$ cat src/core/sup_defines.svh
// Constants for the supervisor two-wire slave
// Functional notes
// - Main supply below first trip threshold clears the main supply fault bit.
// - Second monitor below second trip threshold clears the second monitor fault bit.
// - Device is only a slave; the master starts transfers and drives the clock.
// - Data changes only with clock low; changes with clock high are start or stop.
// - Watch for start continuously and ignore the bus until one is seen.
// - Stop ends the communication; after a read the device goes to standby.
// - Transmitter releases data after eight bits; receiver pulls it low on ninth clock.
// - Acknowledge the slave byte only on matching identifier; acknowledge write bytes.
// - On read send eight bits, sample acknowledge, continue on acknowledge, else stop; the code sends one byte per register read even on acknowledge.
// - Byte write then stop starts the nonvolatile cycle; bus ignored and data floated.
// - No acknowledge for a data byte written into a protected block.
// - Stop mid-byte or before a full acknowledged data byte performs no write.
// - During the write cycle the slave byte is not acknowledged; master polls.
// - Address counter holds last read address plus one for current-address reads.
// - Stop after the word address loads the counter and returns to standby.
// - Sequential reads step the counter per acknowledge and wrap to zero.
// - Slave byte is type 101x, two zero bits, address top bit, direction bit.
// - Control register sits at 1FF and fault register at 0FF in register space.
// - Last slave byte bit is one for read and zero for write.
// - With the write enable latch clear, writes are ignored and data not acknowledged; the code still takes fault register and latch-only control writes.
// - Fault register resets to zero; software sets ones so faults show as zeros.
`ifndef SUP_DEFINES_SVH
`define SUP_DEFINES_SVH

`define SUP_CLK_PERIOD_NS   50
`define SUP_WRITE_CYCLE_NS  5000000
`define SUP_WRITE_CYCLE_CYC (`SUP_WRITE_CYCLE_NS / `SUP_CLK_PERIOD_NS)
`define SUP_BUSY_W          17

`define SUP_DEV_TYPE        3'h5
`define SUP_SEL_BITS        2'h0
`define SUP_CTL_ADDR        9'h1ff
`define SUP_FAULT_ADDR      9'h0ff
`define SUP_PROT_BASE       9'h100

`define SUP_CTL_RST         8'h61
`define SUP_FAULT_RST       8'h00
`define SUP_CTL_NV_MASK     8'hf1
`define SUP_CTL_LATCH_MASK  8'h06
`define SUP_FAULT_MASK      8'hd0

`define SUP_CTL_BLOCK_LOCK  4
`define SUP_CTL_REG_WEN     2
`define SUP_CTL_WEN_LATCH   1
`define SUP_FLT_MAIN        7
`define SUP_FLT_SECOND      6

`endif

$ cat src/core/sup_pkg.sv
// Types for the supervisor two-wire slave
`include "sup_defines.svh"
package sup_pkg;
    typedef enum logic [3:0] {
        st_idle  = 4'h0,
        st_dev   = 4'h1,
        st_word  = 4'h2,
        st_data  = 4'h3,
        st_ack   = 4'h4,
        st_tx    = 4'h5,
        st_txack = 4'h6,
        st_wait  = 4'h7
    } bus_state_t;

    typedef struct packed {
        logic                   scl_s1;
        logic                   scl_s2;
        logic                   scl_p;
        logic                   sda_s1;
        logic                   sda_s2;
        logic                   sda_p;
        logic                   mon1_s1;
        logic                   mon1_s2;
        logic                   mon2_s1;
        logic                   mon2_s2;
        bus_state_t             fsm;
        bus_state_t             nxt;
        logic [3:0]             cnt;
        logic [7:0]             sh;
        logic                   drive;
        logic                   space;
        logic                   amsb;
        logic                   ack_in;
        logic                   wr_pend;
        logic [7:0]             wdata;
        logic [8:0]             ptr;
        logic [7:0]             ctl;
        logic [7:0]             fault;
        logic [`SUP_BUSY_W-1:0] busy;
    } slave_state_t;
endpackage

$ cat src/core/supervisor_two_wire_slave.sv
// Two-wire slave of the voltage supervisor: registers, array and fault flags
`timescale 1ns/1ps
`include "sup_defines.svh"
module supervisor_two_wire_slave #(
    parameter logic [`SUP_BUSY_W-1:0] WRITE_CYCLE_CYC = `SUP_BUSY_W'(`SUP_WRITE_CYCLE_CYC)
) (
    input  wire logic       i_clk,
    input  wire logic       i_sys_rst,
    input  wire logic       i_scl,
    input  wire logic       i_sda,
    input  wire logic       i_main_supply_low,
    input  wire logic       i_second_monitor_low,
    output logic            o_sda_out,
    output logic            o_sda_oe,
    output logic            o_write_busy,
    output logic [7:0]      o_supervisor_control,
    output logic [7:0]      o_fault_cause_flags
);
    sup_pkg::slave_state_t st_q;
    sup_pkg::slave_state_t st_d;
    logic [7:0]            nv_array [0:511];
    logic                  mem_we;
    logic [7:0]            rdata;
    logic                  wr_ok;
    logic                  rise;
    logic                  fall;
    logic                  start_ev;
    logic                  stop_ev;
    logic                  busy;
    logic                  clean_fall;

    // Edges come from second stage and its delayed copy only
    assign rise     = st_q.scl_s2 & ~st_q.scl_p;
    assign fall     = ~st_q.scl_s2 & st_q.scl_p;
    assign start_ev = st_q.scl_s2 & st_q.scl_p & st_q.sda_p & ~st_q.sda_s2;
    assign stop_ev  = st_q.scl_s2 & st_q.scl_p & ~st_q.sda_p & st_q.sda_s2;
    assign busy     = (st_q.busy != '0);
    // Bus fall that no start, stop or write cycle overrides
    assign clean_fall = fall & ~busy & ~start_ev & ~stop_ev;

    // Open drain: the pad only ever pulls low
    assign o_sda_out            = 1'b0;
    assign o_sda_oe             = st_q.drive;
    assign o_write_busy         = busy;
    assign o_supervisor_control = st_q.ctl;
    assign o_fault_cause_flags  = st_q.fault;

    always_comb begin
        rdata = 8'h00;
        if (!st_q.space) begin
            rdata = nv_array[st_q.ptr];
        end else if (st_q.ptr == `SUP_CTL_ADDR) begin
            rdata = st_q.ctl;
        end else if (st_q.ptr == `SUP_FAULT_ADDR) begin
            rdata = st_q.fault;
        end
    end

    // Acceptance of a received data byte
    always_comb begin
        wr_ok = 1'b0;
        if (!st_q.space) begin
            wr_ok = st_q.ctl[`SUP_CTL_WEN_LATCH]
                    && !(st_q.ctl[`SUP_CTL_BLOCK_LOCK] && st_q.ptr >= `SUP_PROT_BASE);
        end else if (st_q.wr_pend) begin
            wr_ok = 1'b0;
        end else if (st_q.ptr == `SUP_CTL_ADDR) begin
            // Latch-only values must pass, otherwise the latch could never be set
            wr_ok = st_q.ctl[`SUP_CTL_WEN_LATCH] || ((st_q.sh & ~`SUP_CTL_LATCH_MASK) == 8'h00);
        end else if (st_q.ptr == `SUP_FAULT_ADDR) begin
            wr_ok = 1'b1;
        end
    end

    always_comb begin
        st_d        = st_q;
        mem_we      = 1'b0;
        st_d.scl_s1 = i_scl;
        st_d.scl_s2 = st_q.scl_s1;
        st_d.scl_p  = st_q.scl_s2;
        st_d.sda_s1 = i_sda;
        st_d.sda_s2 = st_q.sda_s1;
        st_d.sda_p  = st_q.sda_s2;
        st_d.mon1_s1 = i_main_supply_low;
        st_d.mon1_s2 = st_q.mon1_s1;
        st_d.mon2_s1 = i_second_monitor_low;
        st_d.mon2_s2 = st_q.mon2_s1;
        if (busy) begin
            st_d.busy = st_q.busy - 1'b1;
        end
        if (busy) begin
            // Inputs disabled: nothing acknowledged, line floated
            st_d.fsm   = sup_pkg::st_idle;
            st_d.drive = 1'b0;
        end else if (start_ev) begin
            st_d.fsm   = sup_pkg::st_dev;
            st_d.cnt   = 4'h0;
            st_d.drive = 1'b0;
        end else if (stop_ev) begin
            if (st_q.fsm == sup_pkg::st_data && st_q.wr_pend && st_q.cnt == 4'h1) begin
                if (!st_q.space) begin
                    mem_we    = 1'b1;
                    st_d.busy = WRITE_CYCLE_CYC;
                end else if (st_q.ptr == `SUP_CTL_ADDR) begin
                    if (st_q.ctl[`SUP_CTL_REG_WEN] && st_q.wdata[`SUP_CTL_WEN_LATCH]
                        && !st_q.wdata[`SUP_CTL_REG_WEN]) begin
                        st_d.ctl  = (st_q.wdata & `SUP_CTL_NV_MASK) | 8'h02;
                        st_d.busy = WRITE_CYCLE_CYC;
                    end else if ((st_q.wdata & ~`SUP_CTL_LATCH_MASK) == 8'h00) begin
                        // Volatile latch write, ready again at once
                        st_d.ctl[`SUP_CTL_WEN_LATCH] = st_q.wdata[`SUP_CTL_WEN_LATCH];
                        st_d.ctl[`SUP_CTL_REG_WEN]   = st_q.ctl[`SUP_CTL_REG_WEN]
                            | (st_q.wdata[`SUP_CTL_REG_WEN] & st_q.wdata[`SUP_CTL_WEN_LATCH]);
                    end
                end else begin
                    st_d.fault = st_q.wdata & `SUP_FAULT_MASK;
                end
            end
            st_d.fsm     = sup_pkg::st_idle;
            st_d.drive   = 1'b0;
            st_d.wr_pend = 1'b0;
        end else if (rise) begin
            case (st_q.fsm)
                sup_pkg::st_dev, sup_pkg::st_word, sup_pkg::st_data: begin
                    st_d.sh  = {st_q.sh[6:0], st_q.sda_s2};
                    st_d.cnt = st_q.cnt + 4'h1;
                end
                sup_pkg::st_tx: begin
                    st_d.cnt = st_q.cnt + 4'h1;
                end
                sup_pkg::st_txack: begin
                    st_d.ack_in = ~st_q.sda_s2;
                end
                default: begin
                end
            endcase
        end else if (fall) begin
            case (st_q.fsm)
                sup_pkg::st_dev: begin
                    if (st_q.cnt == 4'h8) begin
                        if (st_q.sh[7:5] == `SUP_DEV_TYPE && st_q.sh[3:2] == `SUP_SEL_BITS) begin
                            st_d.space = st_q.sh[4];
                            st_d.amsb  = st_q.sh[1];
                            st_d.drive = 1'b1;
                            st_d.nxt   = st_q.sh[0] ? sup_pkg::st_tx : sup_pkg::st_word;
                            st_d.fsm   = sup_pkg::st_ack;
                        end else begin
                            st_d.fsm = sup_pkg::st_idle;
                        end
                    end
                end
                sup_pkg::st_word: begin
                    if (st_q.cnt == 4'h8) begin
                        st_d.ptr     = {st_q.amsb, st_q.sh};
                        st_d.drive   = 1'b1;
                        st_d.nxt     = sup_pkg::st_data;
                        st_d.fsm     = sup_pkg::st_ack;
                        st_d.wr_pend = 1'b0;
                    end
                end
                sup_pkg::st_data: begin
                    if (st_q.cnt == 4'h8) begin
                        if (wr_ok) begin
                            st_d.drive   = 1'b1;
                            st_d.wr_pend = 1'b1;
                            st_d.wdata   = st_q.sh;
                            st_d.nxt     = sup_pkg::st_data;
                            st_d.fsm     = sup_pkg::st_ack;
                        end else begin
                            // A refused array write with the latch set also drops the register write enable
                            if (!st_q.space && st_q.ctl[`SUP_CTL_WEN_LATCH]) begin
                                st_d.ctl[`SUP_CTL_REG_WEN] = 1'b0;
                            end
                            st_d.wr_pend = 1'b0;
                            st_d.fsm     = sup_pkg::st_wait;
                        end
                    end
                end
                sup_pkg::st_ack: begin
                    st_d.drive = 1'b0;
                    st_d.cnt   = 4'h0;
                    st_d.fsm   = st_q.nxt;
                    if (st_q.nxt == sup_pkg::st_tx) begin
                        st_d.sh    = rdata;
                        st_d.drive = ~rdata[7];
                    end
                end
                sup_pkg::st_tx: begin
                    if (st_q.cnt == 4'h8) begin
                        st_d.drive  = 1'b0;
                        st_d.ack_in = 1'b0;
                        st_d.fsm    = sup_pkg::st_txack;
                        if (!st_q.space) begin
                            st_d.ptr = st_q.ptr + 9'h001;
                        end
                    end else begin
                        st_d.sh    = {st_q.sh[6:0], 1'b0};
                        st_d.drive = ~st_q.sh[6];
                    end
                end
                sup_pkg::st_txack: begin
                    // Registers give one byte per read
                    if (st_q.ack_in && !st_q.space) begin
                        st_d.sh    = rdata;
                        st_d.drive = ~rdata[7];
                        st_d.cnt   = 4'h0;
                        st_d.fsm   = sup_pkg::st_tx;
                    end else begin
                        st_d.fsm = sup_pkg::st_wait;
                    end
                end
                default: begin
                end
            endcase
        end
        // Monitor clears win over a software write in the same cycle
        if (st_q.mon1_s2) begin
            st_d.fault[`SUP_FLT_MAIN] = 1'b0;
        end
        if (st_q.mon2_s2) begin
            st_d.fault[`SUP_FLT_SECOND] = 1'b0;
        end
    end

    always_ff @(posedge i_clk) begin
        if (i_sys_rst) begin
            st_q       <= '0;
            st_q.ctl   <= `SUP_CTL_RST;
            st_q.fault <= `SUP_FAULT_RST;
            // Bus idles high; a low reset value would fake an edge after release
            st_q.scl_s1 <= 1'b1;
            st_q.scl_s2 <= 1'b1;
            st_q.scl_p  <= 1'b1;
            st_q.sda_s1 <= 1'b1;
            st_q.sda_s2 <= 1'b1;
            st_q.sda_p  <= 1'b1;
        end else begin
            st_q <= st_d;
        end
    end

    // Array contents survive reset, as nonvolatile storage would
    always_ff @(posedge i_clk) begin
        if (mem_we) begin
            nv_array[st_q.ptr] <= st_q.wdata;
        end
    end

    main_clear_a: assert property (@(posedge i_clk) disable iff (i_sys_rst)
        st_q.mon1_s2 |=> !st_q.fault[`SUP_FLT_MAIN])
        else $error("main supply fault bit not cleared");

    second_clear_a: assert property (@(posedge i_clk) disable iff (i_sys_rst)
        st_q.mon2_s2 |=> !st_q.fault[`SUP_FLT_SECOND])
        else $error("second monitor fault bit not cleared");

    drive_low_scl_a: assert property (@(posedge i_clk) disable iff (i_sys_rst)
        $rose(st_q.drive) |-> !st_q.scl_p)
        else $error("data line pulled while clock high");

    idle_quiet_a: assert property (@(posedge i_clk) disable iff (i_sys_rst)
        st_q.fsm == sup_pkg::st_idle |-> !st_q.drive)
        else $error("line driven while idle");

    stop_ends_a: assert property (@(posedge i_clk) disable iff (i_sys_rst)
        (stop_ev && !start_ev) |=> st_q.fsm == sup_pkg::st_idle && !st_q.drive)
        else $error("stop did not end the transfer");

    addr_nack_a: assert property (@(posedge i_clk) disable iff (i_sys_rst)
        (!busy && !start_ev && !stop_ev && fall && st_q.fsm == sup_pkg::st_dev && st_q.cnt == 4'h8
         && st_q.sh[7:5] != `SUP_DEV_TYPE) |=> !st_q.drive && st_q.fsm == sup_pkg::st_idle)
        else $error("foreign slave byte acknowledged");

    latch_block_a: assert property (@(posedge i_clk) disable iff (i_sys_rst)
        (!busy && !start_ev && !stop_ev && fall && st_q.fsm == sup_pkg::st_data && st_q.cnt == 4'h8
         && !st_q.space && !st_q.ctl[`SUP_CTL_WEN_LATCH]) |=> !st_q.drive)
        else $error("data acknowledged with latch clear");

    commit_busy_a: assert property (@(posedge i_clk) disable iff (i_sys_rst)
        mem_we |=> busy ##1 (busy && !st_q.drive)[*3])
        else $error("array write without busy cycle");

    busy_nack_a: assert property (@(posedge i_clk) disable iff (i_sys_rst)
        busy |-> !st_q.drive)
        else $error("bus driven during write cycle");

    seq_step_a: assert property (@(posedge i_clk) disable iff (i_sys_rst)
        (!busy && !start_ev && !stop_ev && fall && st_q.fsm == sup_pkg::st_tx && st_q.cnt == 4'h8
         && !st_q.space) |=> st_q.ptr == $past(st_q.ptr) + 9'h001)
        else $error("address counter did not step");

    fault_reset_a: assert property (@(posedge i_clk)
        i_sys_rst |=> st_q.fault == 8'h00)
        else $error("fault register not zero after reset");

    start_entry_a: assert property (@(posedge i_clk) disable iff (i_sys_rst)
        (start_ev && !busy) |=> st_q.fsm == sup_pkg::st_dev && st_q.cnt == 4'h0 && !st_q.drive)
        else $error("start did not open a slave byte");

    slave_ack_a: assert property (@(posedge i_clk) disable iff (i_sys_rst)
        (clean_fall && st_q.fsm == sup_pkg::st_dev && st_q.cnt == 4'h8 && st_q.sh[7:5] == `SUP_DEV_TYPE
         && st_q.sh[3:2] == `SUP_SEL_BITS) |=> st_q.drive && st_q.space == $past(st_q.sh[4]))
        else $error("matching slave byte not acknowledged");

    read_dir_a: assert property (@(posedge i_clk) disable iff (i_sys_rst)
        (clean_fall && st_q.fsm == sup_pkg::st_dev && st_q.cnt == 4'h8 && st_q.sh[7:5] == `SUP_DEV_TYPE
         && st_q.sh[3:2] == `SUP_SEL_BITS) |=> (st_q.nxt == sup_pkg::st_tx) == $past(st_q.sh[0]))
        else $error("direction bit misread");

    word_load_a: assert property (@(posedge i_clk) disable iff (i_sys_rst)
        (clean_fall && st_q.fsm == sup_pkg::st_word && st_q.cnt == 4'h8)
        |=> st_q.drive && st_q.ptr == {$past(st_q.amsb), $past(st_q.sh)})
        else $error("word address not loaded and acknowledged");

    ack_release_a: assert property (@(posedge i_clk) disable iff (i_sys_rst)
        (clean_fall && st_q.fsm == sup_pkg::st_ack && st_q.nxt != sup_pkg::st_tx) |=> !st_q.drive)
        else $error("acknowledge held past the ninth clock");

    tx_release_a: assert property (@(posedge i_clk) disable iff (i_sys_rst)
        (clean_fall && st_q.fsm == sup_pkg::st_tx && st_q.cnt == 4'h8)
        |=> !st_q.drive && st_q.fsm == sup_pkg::st_txack)
        else $error("line not released after eight bits");

    nack_cease_a: assert property (@(posedge i_clk) disable iff (i_sys_rst)
        (clean_fall && st_q.fsm == sup_pkg::st_txack && !st_q.ack_in) |=> st_q.fsm == sup_pkg::st_wait)
        else $error("output continued without acknowledge");

    wait_quiet_a: assert property (@(posedge i_clk) disable iff (i_sys_rst)
        st_q.fsm == sup_pkg::st_wait |-> !st_q.drive)
        else $error("line driven after transfer ended");

    reg_single_a: assert property (@(posedge i_clk) disable iff (i_sys_rst)
        (clean_fall && st_q.fsm == sup_pkg::st_txack && st_q.space) |=> st_q.fsm == sup_pkg::st_wait)
        else $error("register read went past one byte");

    prot_nack_a: assert property (@(posedge i_clk) disable iff (i_sys_rst)
        (clean_fall && st_q.fsm == sup_pkg::st_data && st_q.cnt == 4'h8 && !st_q.space
         && st_q.ctl[`SUP_CTL_BLOCK_LOCK] && st_q.ptr >= `SUP_PROT_BASE) |=> !st_q.drive)
        else $error("protected block write acknowledged");

    abort_nowrite_a: assert property (@(posedge i_clk) disable iff (i_sys_rst)
        (stop_ev && !busy && (st_q.fsm != sup_pkg::st_data || st_q.cnt != 4'h1)) |=> !busy)
        else $error("aborted write started a write cycle");

    busy_ignore_a: assert property (@(posedge i_clk) disable iff (i_sys_rst)
        busy |=> st_q.fsm == sup_pkg::st_idle)
        else $error("bus not ignored during write cycle");

endmodule // supervisor_two_wire_slave

$ cat config.mk
export PLATFORM = sky130hd
export DESIGN_NAME = supervisor_two_wire_slave
export DESIGN_NICKNAME = d
export VERILOG_FILES = /design/src/core/sup_pkg.sv /design/src/core/supervisor_two_wire_slave.sv
export VERILOG_INCLUDE_DIRS = /design/src /design/src/core
export SDC_FILE = /design/constraint.sdc
export NUM_CORES = 2
export LEC_CHECK = 0
export ABC_AREA = 1
export BUFFER_PORTS_ARGS = -buffer_cell sky130_fd_sc_hd__clkbuf_2
export CAP_MARGIN = 25
export CORE_MARGIN = 1.5
export CORE_UTILIZATION = 30
export CTS_CLUSTER_DIAMETER = 40
export CTS_CLUSTER_SIZE = 10
export DETAILED_ROUTE_END_ITERATION = 10
export PLACE_DENSITY = 0.54
export SLEW_MARGIN = 20
export SYNTH_ARGS = -nofsm -noshare
export SYNTH_HDL_FRONTEND = slang
export SYNTH_SLANG_ARGS = --single-unit
$ cat constraint.sdc
create_clock -name i_clk -period 16.85 [get_ports i_clk]
set_clock_uncertainty 0.1 [all_clocks]
set_input_delay 2.5275 -clock i_clk [delete_from_list [all_inputs] [get_ports i_clk]]
set_output_delay 2.5275 -clock i_clk [all_outputs]
set_load 0.05 [all_outputs]
# [Word-level counts from Yosys, hierarchy flattened]
# Memory sizes are Yosys's and may differ from the RTL's. A register that Yosys moved wholly into a read port is not among the register bits.
# Cells that the tools add are included.
[word_totals] register_bits=79 input_bits=6 wordCells=275 out_inout_bits=19 ram_bits=4096 memories=1
[classes] eq_ne=43 mux=123 n_reduce_logical=55 addsub=3 bitwise=20 n_lt_le_gt_ge=1
[memory_table] name="nv_array" depth=512 width=8 rd=1 rd_clocked_by_memory_dff=1 write_ports=1 line_no="supervisor_two_wire_slave.sv:21" text="logic [7:0] nv_array [0:511];"
[ops] operator="$mux 8" count=26
[ops] operator="$mux 9" count=18
[ops] operator="$mux 17" count=7
[ops] operator="$mux 13" count=6
[ops] operator="$reduce_and 7->1" count=6
[ops] operator="$mux 39" count=1
[ops] operator="$ne 7x7->1 const B" count=5
[ops] operator="$mux 3" count=11
[ops] operator="$mux 1" count=31
[ops] operator="$mux 28" count=1
[ops] operator="$reduce_and 9->1" count=3
[ops] operator="$mux 12" count=2
[ops] operator="$pmux 4 s6" count=1
[ops] operator="$pmux 8 s3" count=1
[ops] operator="$mux 4" count=5
[ops] operator="$mux 18" count=1
[ops] operator="$pmux 9 s2" count=1
[ops] operator="$reduce_bool 2->1" count=9
[ops] operator="$reduce_bool 17->1" count=1
[ops] operator="$sub 17x1->17 const B" count=1
[ops] operator="$eq 4x3->1 const B" count=4
[ops] operator="$logic_not 8->1" count=2
[ops] operator="$reduce_and 8->1" count=2
[ops] operator="$ne 5x5->1 const B" count=3
[ops] operator="42 further kinds" count=97

# [Longest topological paths before layout]
[logic_depth] word_depth=18 ltp_mapped=22

# [Worst setup path after synthesis]
# OpenSTA, ideal clock, no wires.
[synth_path] path_kind="register -> register" from="register st_q[43] in the netlist's numbering" to="register st_q (netlist bit o_supervisor_control[0])" path_buffers=0 path_stages_with_launch=9 arrival_time_ns=8.356 required_ns=16.662 slack_ns=8.307 path_cell_list="dfxtp_1 -> inv_1 -> nor2_1 -> nand2_1 -> nor2_1 -> nand3_1 -> nor2_1 -> nand2_1 -> nand3_1"
[synth_between] elab_chain_len=3
[synth_lines] item="from (decl)" line_no="supervisor_two_wire_slave.sv:19" text="sup_pkg::slave_state_t st_q;"
[synth_lines] item="from (signal assigned)" line_no="supervisor_two_wire_slave.sv:238" text="st_q <= st_d;"
[synth_lines] item="$logic_and 1x1->1 (2 in series)" line_no="supervisor_two_wire_slave.sv:105" text="if (st_q.ctl[`SUP_CTL_REG_WEN] && st_q.wdata[`SUP_CTL_WEN_LATCH]"
[synth_lines] item="$reduce_and 7->1 (no source line)"
# Every way passes these cells.
# A chain may end at the register's enable or synchronous reset.

==> results.cfg <==
[synth]
synth-seq-cells = 4182
synth_flop_cell = edfxtp_1
ys_seq_area_frac = 0.7372
synth_mux_area_frac = 0
synth.area.top_cells = edfxtp_1 73%, nand3_1 6.2%, nand2_1 5.3%
synth-edff-count = 4096
yosysTopAreaCell = edfxtp_1
netlist_instances = 14008
synth_top_family_by_area = simple AND/OR/NAND/NOR gates
yosys_warnings = 0
synth-xor-area-share = 0.0004659
synth-simple-area-share = 0.1580
syn_area_mm2 = 0.1692
synth.distinct_cells = 52
synth_top_area_share = 0.7270
synthAdderAreaFrac = 0.001109
avgSynthCellArea_um2 = 12.08
async_flop_share = 0
synth_compound_area_frac = 0.06959

[grt]
met2_usage = 0.2629
antenna_found_initial = 20
use_met3 = 0.03031
use_met1 = 0.2438
grt_use_total = 0.1707
grt-busiest-layer = met2
grt_overflow = 0
grt_max_degree = 210
grt_pass1_vias = 105418
grt_pass1_wl_um = 736500

[finish]
final_common_cell = edfxtp_1
mostFrequentLayoutCells = 4096 x edfxtp_1, 2384 x nand2_1, 2091 x nand3_1
regArea_mm2 = 0.1248
multi_input_area_mm2 = 0.03890
area_delta_synth_final_pct = 15.32
postLayoutCellArea_mm2 = 0.1951
fin_nets = 13824
drive_above_1_share = 0.07954
fillers = 54525

[power]
swShare = 0.2024
power.switching_w = 0.004787
p_leak_nw = 58.27
comb_power_share = 0.007
p_per_area_mw_per_mm2 = 121.2
seq_power_share = 0.477
intPower_w = 0.01886
irDropWorstVdd_mv = 0.1059
clkPwrFrac = 0.516

[sta]
hold_violations = 0
rsz0062_at_grt = no
setup_viol_count_final = 0
fin_hold_ws_ps = 353.6
tightestPinTransition_ps = 1177
max_slew_margin = 0.2154
post-route-min-period_ps = 7313
max_freq_mhz = 136.7
finalCritPeriodShare = 0.4340
final.setup.tns_ps = 0
maxSlewViolCount = 0

[routing]
num_vias = 111700
drc = 0
ant_nets = 0
wl_um = 506800
drt_iter0_drc = 13148
avgViaCountPerCell = 5.149
drt-pass1-iter-count = 6
wl_per_cell_um = 23.36

[worst_setup_path]
max_stage_delay_ps = 860
worstPathRequired_ps = 17740
path_class = reg -> reg
slowest_stage = dfxtp_4
regToRegSetupSlack_ps = 9540
cp-start-kind = register
path_cells = buf_4 > buf_4 > buf_4 > buf_4 > buf_4 > o21ai_0 > o22ai_1 > nand2_1 > nand2_1 > nand2_1 > nand2_1 > nand2_1 > nand3_1 > nand3_1 > nand3_1 > nand3_1 > nand2_1 > nand2_1 > nand2_1 > nand2_1 > a21oi_1
crit_top_cell = nand2_1
endpoint_kind = register
crit_arrival_ps = 8200
crit_fanout = 78

[place]
dp_hpwl_um = 271900
io_buffer_count = 17
place_area_mm2 = 0.1757
gp_congestion = 0.8695

[floorplanning]
num_rows = 275
die_y_um = 754.0
die_w_um = 754.0
core_mm2 = 0.5612
die_area_mm2 = 0.5685
start_util = 0.3015
ioPinCount = 25

[clock_tree]
h-tree-depth = 6
cts_tree = yes
clock_latency_ps = 1070
clock_sinks = 4182
ctsRootBufferMaster = clkbuf_16
clockBufferDepth = 4
cts_setup_buffers = 0
cts.clk_slew.worst_paths_ps = 50
cts-resized-gates = 0
cts_buffers = 592
cts_hold_buf = 0

[worst_hold_path]
hold_path_class = reg -> reg

[flow_run]
maxCapViolCount = 0

[status]
status = completed
## layout make-up
class	instances	share of cell area
sequential	4182	0.6395
clock inverter	309	0.01939
tap	7479	0.04796
antenna	9	0.0001154
multi-input combinational	8590	0.1994
clock buffer	688	0.07928
inverter	227	0.004681
timing repair buffer	210	0.009722
## layer usage
| metal | wire, um | up-vias |
|---|---|---|
| met4 | 16600 | 12 |
| li1 | - | 50225 |
| met3 | 42500 | 873 |
| met2 | 227900 | 4696 |
| met5 | 88 | - |
| met1 | 219700 | 55894 |
## critical path, delay by kind of cell, from the launching register on
| family | cells | cell delay, ps |
|---|---|---|
| compound gates | 3 | 560 |
| flops | 1 | 860 |
| simple gates | 13 | 1370 |
| buf+inv | 5 | 3970 |
## flip-flops by register name, indices dropped and copies added (netlist names), named ones only
signal                cells
st_d                      6
o_fault_cause_flags       3
o_sda_oe                  1
nv_array               4096
o_supervisor_control      7
st_q                     60
## path summary, 6_finish.rpt
path / start / end / cells after the start
setup / recovery: register / st_q[58] / 21
hold / removal: st_d[75] / st_q[75] / 2
setup reg to reg: register / st_q[58] / 21
hold reg to reg: st_d[75] / st_q[75] / 2
## synth_stat cells, drive strengths merged, types with 2 or more instances
cell and instances:
nor2 1853, o21ai 1372, o22ai 619, nor3 16, xor2 8, edfxtp 4096
nand3 2094, ha 15, o32ai 2, o2111ai 2, a211oi 10, inv 225
nand2 2390, a2111oi 2, a31oi 6, dfxtp 86, o31ai 2, clkbuf 455
o211ai 3, buf 560, nor4 6, clkinv 2, nand4 14, or2 5
a21oi 149, a221oi 2
## through the flow
stage	power, W	worst slack [ps]	util	cells
floorplan	0.01160	8307	-	14014
global placement	0.01164	9671	0.3130	20675
detailed placement	0.01165	9679	0.3131	20679
CTS	0.02377	9694	0.3474	21676
global route	0.02419	9187	0.3476	21686
finish	0.02365	9537	0.3477	21694
## logic make-up after synthesis
family,after synthesis
AOI/OAI and AO/OA,2177
xor gates and xnor gates,9
other,1
DFF,4182
and+or+nand+nor,6382
buffers and inverters,1242
adders and majority gates,15
## power groups by stage
stage / Sequential (W) / Combinational (W) / Clock (W)
after floorplan: 0.0115 / 0.000120 / 0
after global placement: 0.0115 / 0.000157 / 0
after detailed placement: 0.0115 / 0.000159 / 0
after CTS: 0.0113 / 0.000161 / 0.0123
after global routing: 0.0113 / 0.000182 / 0.0127
final: 0.0113 / 0.000166 / 0.0122
No activity file was read; power rests on OpenSTA's default activity.
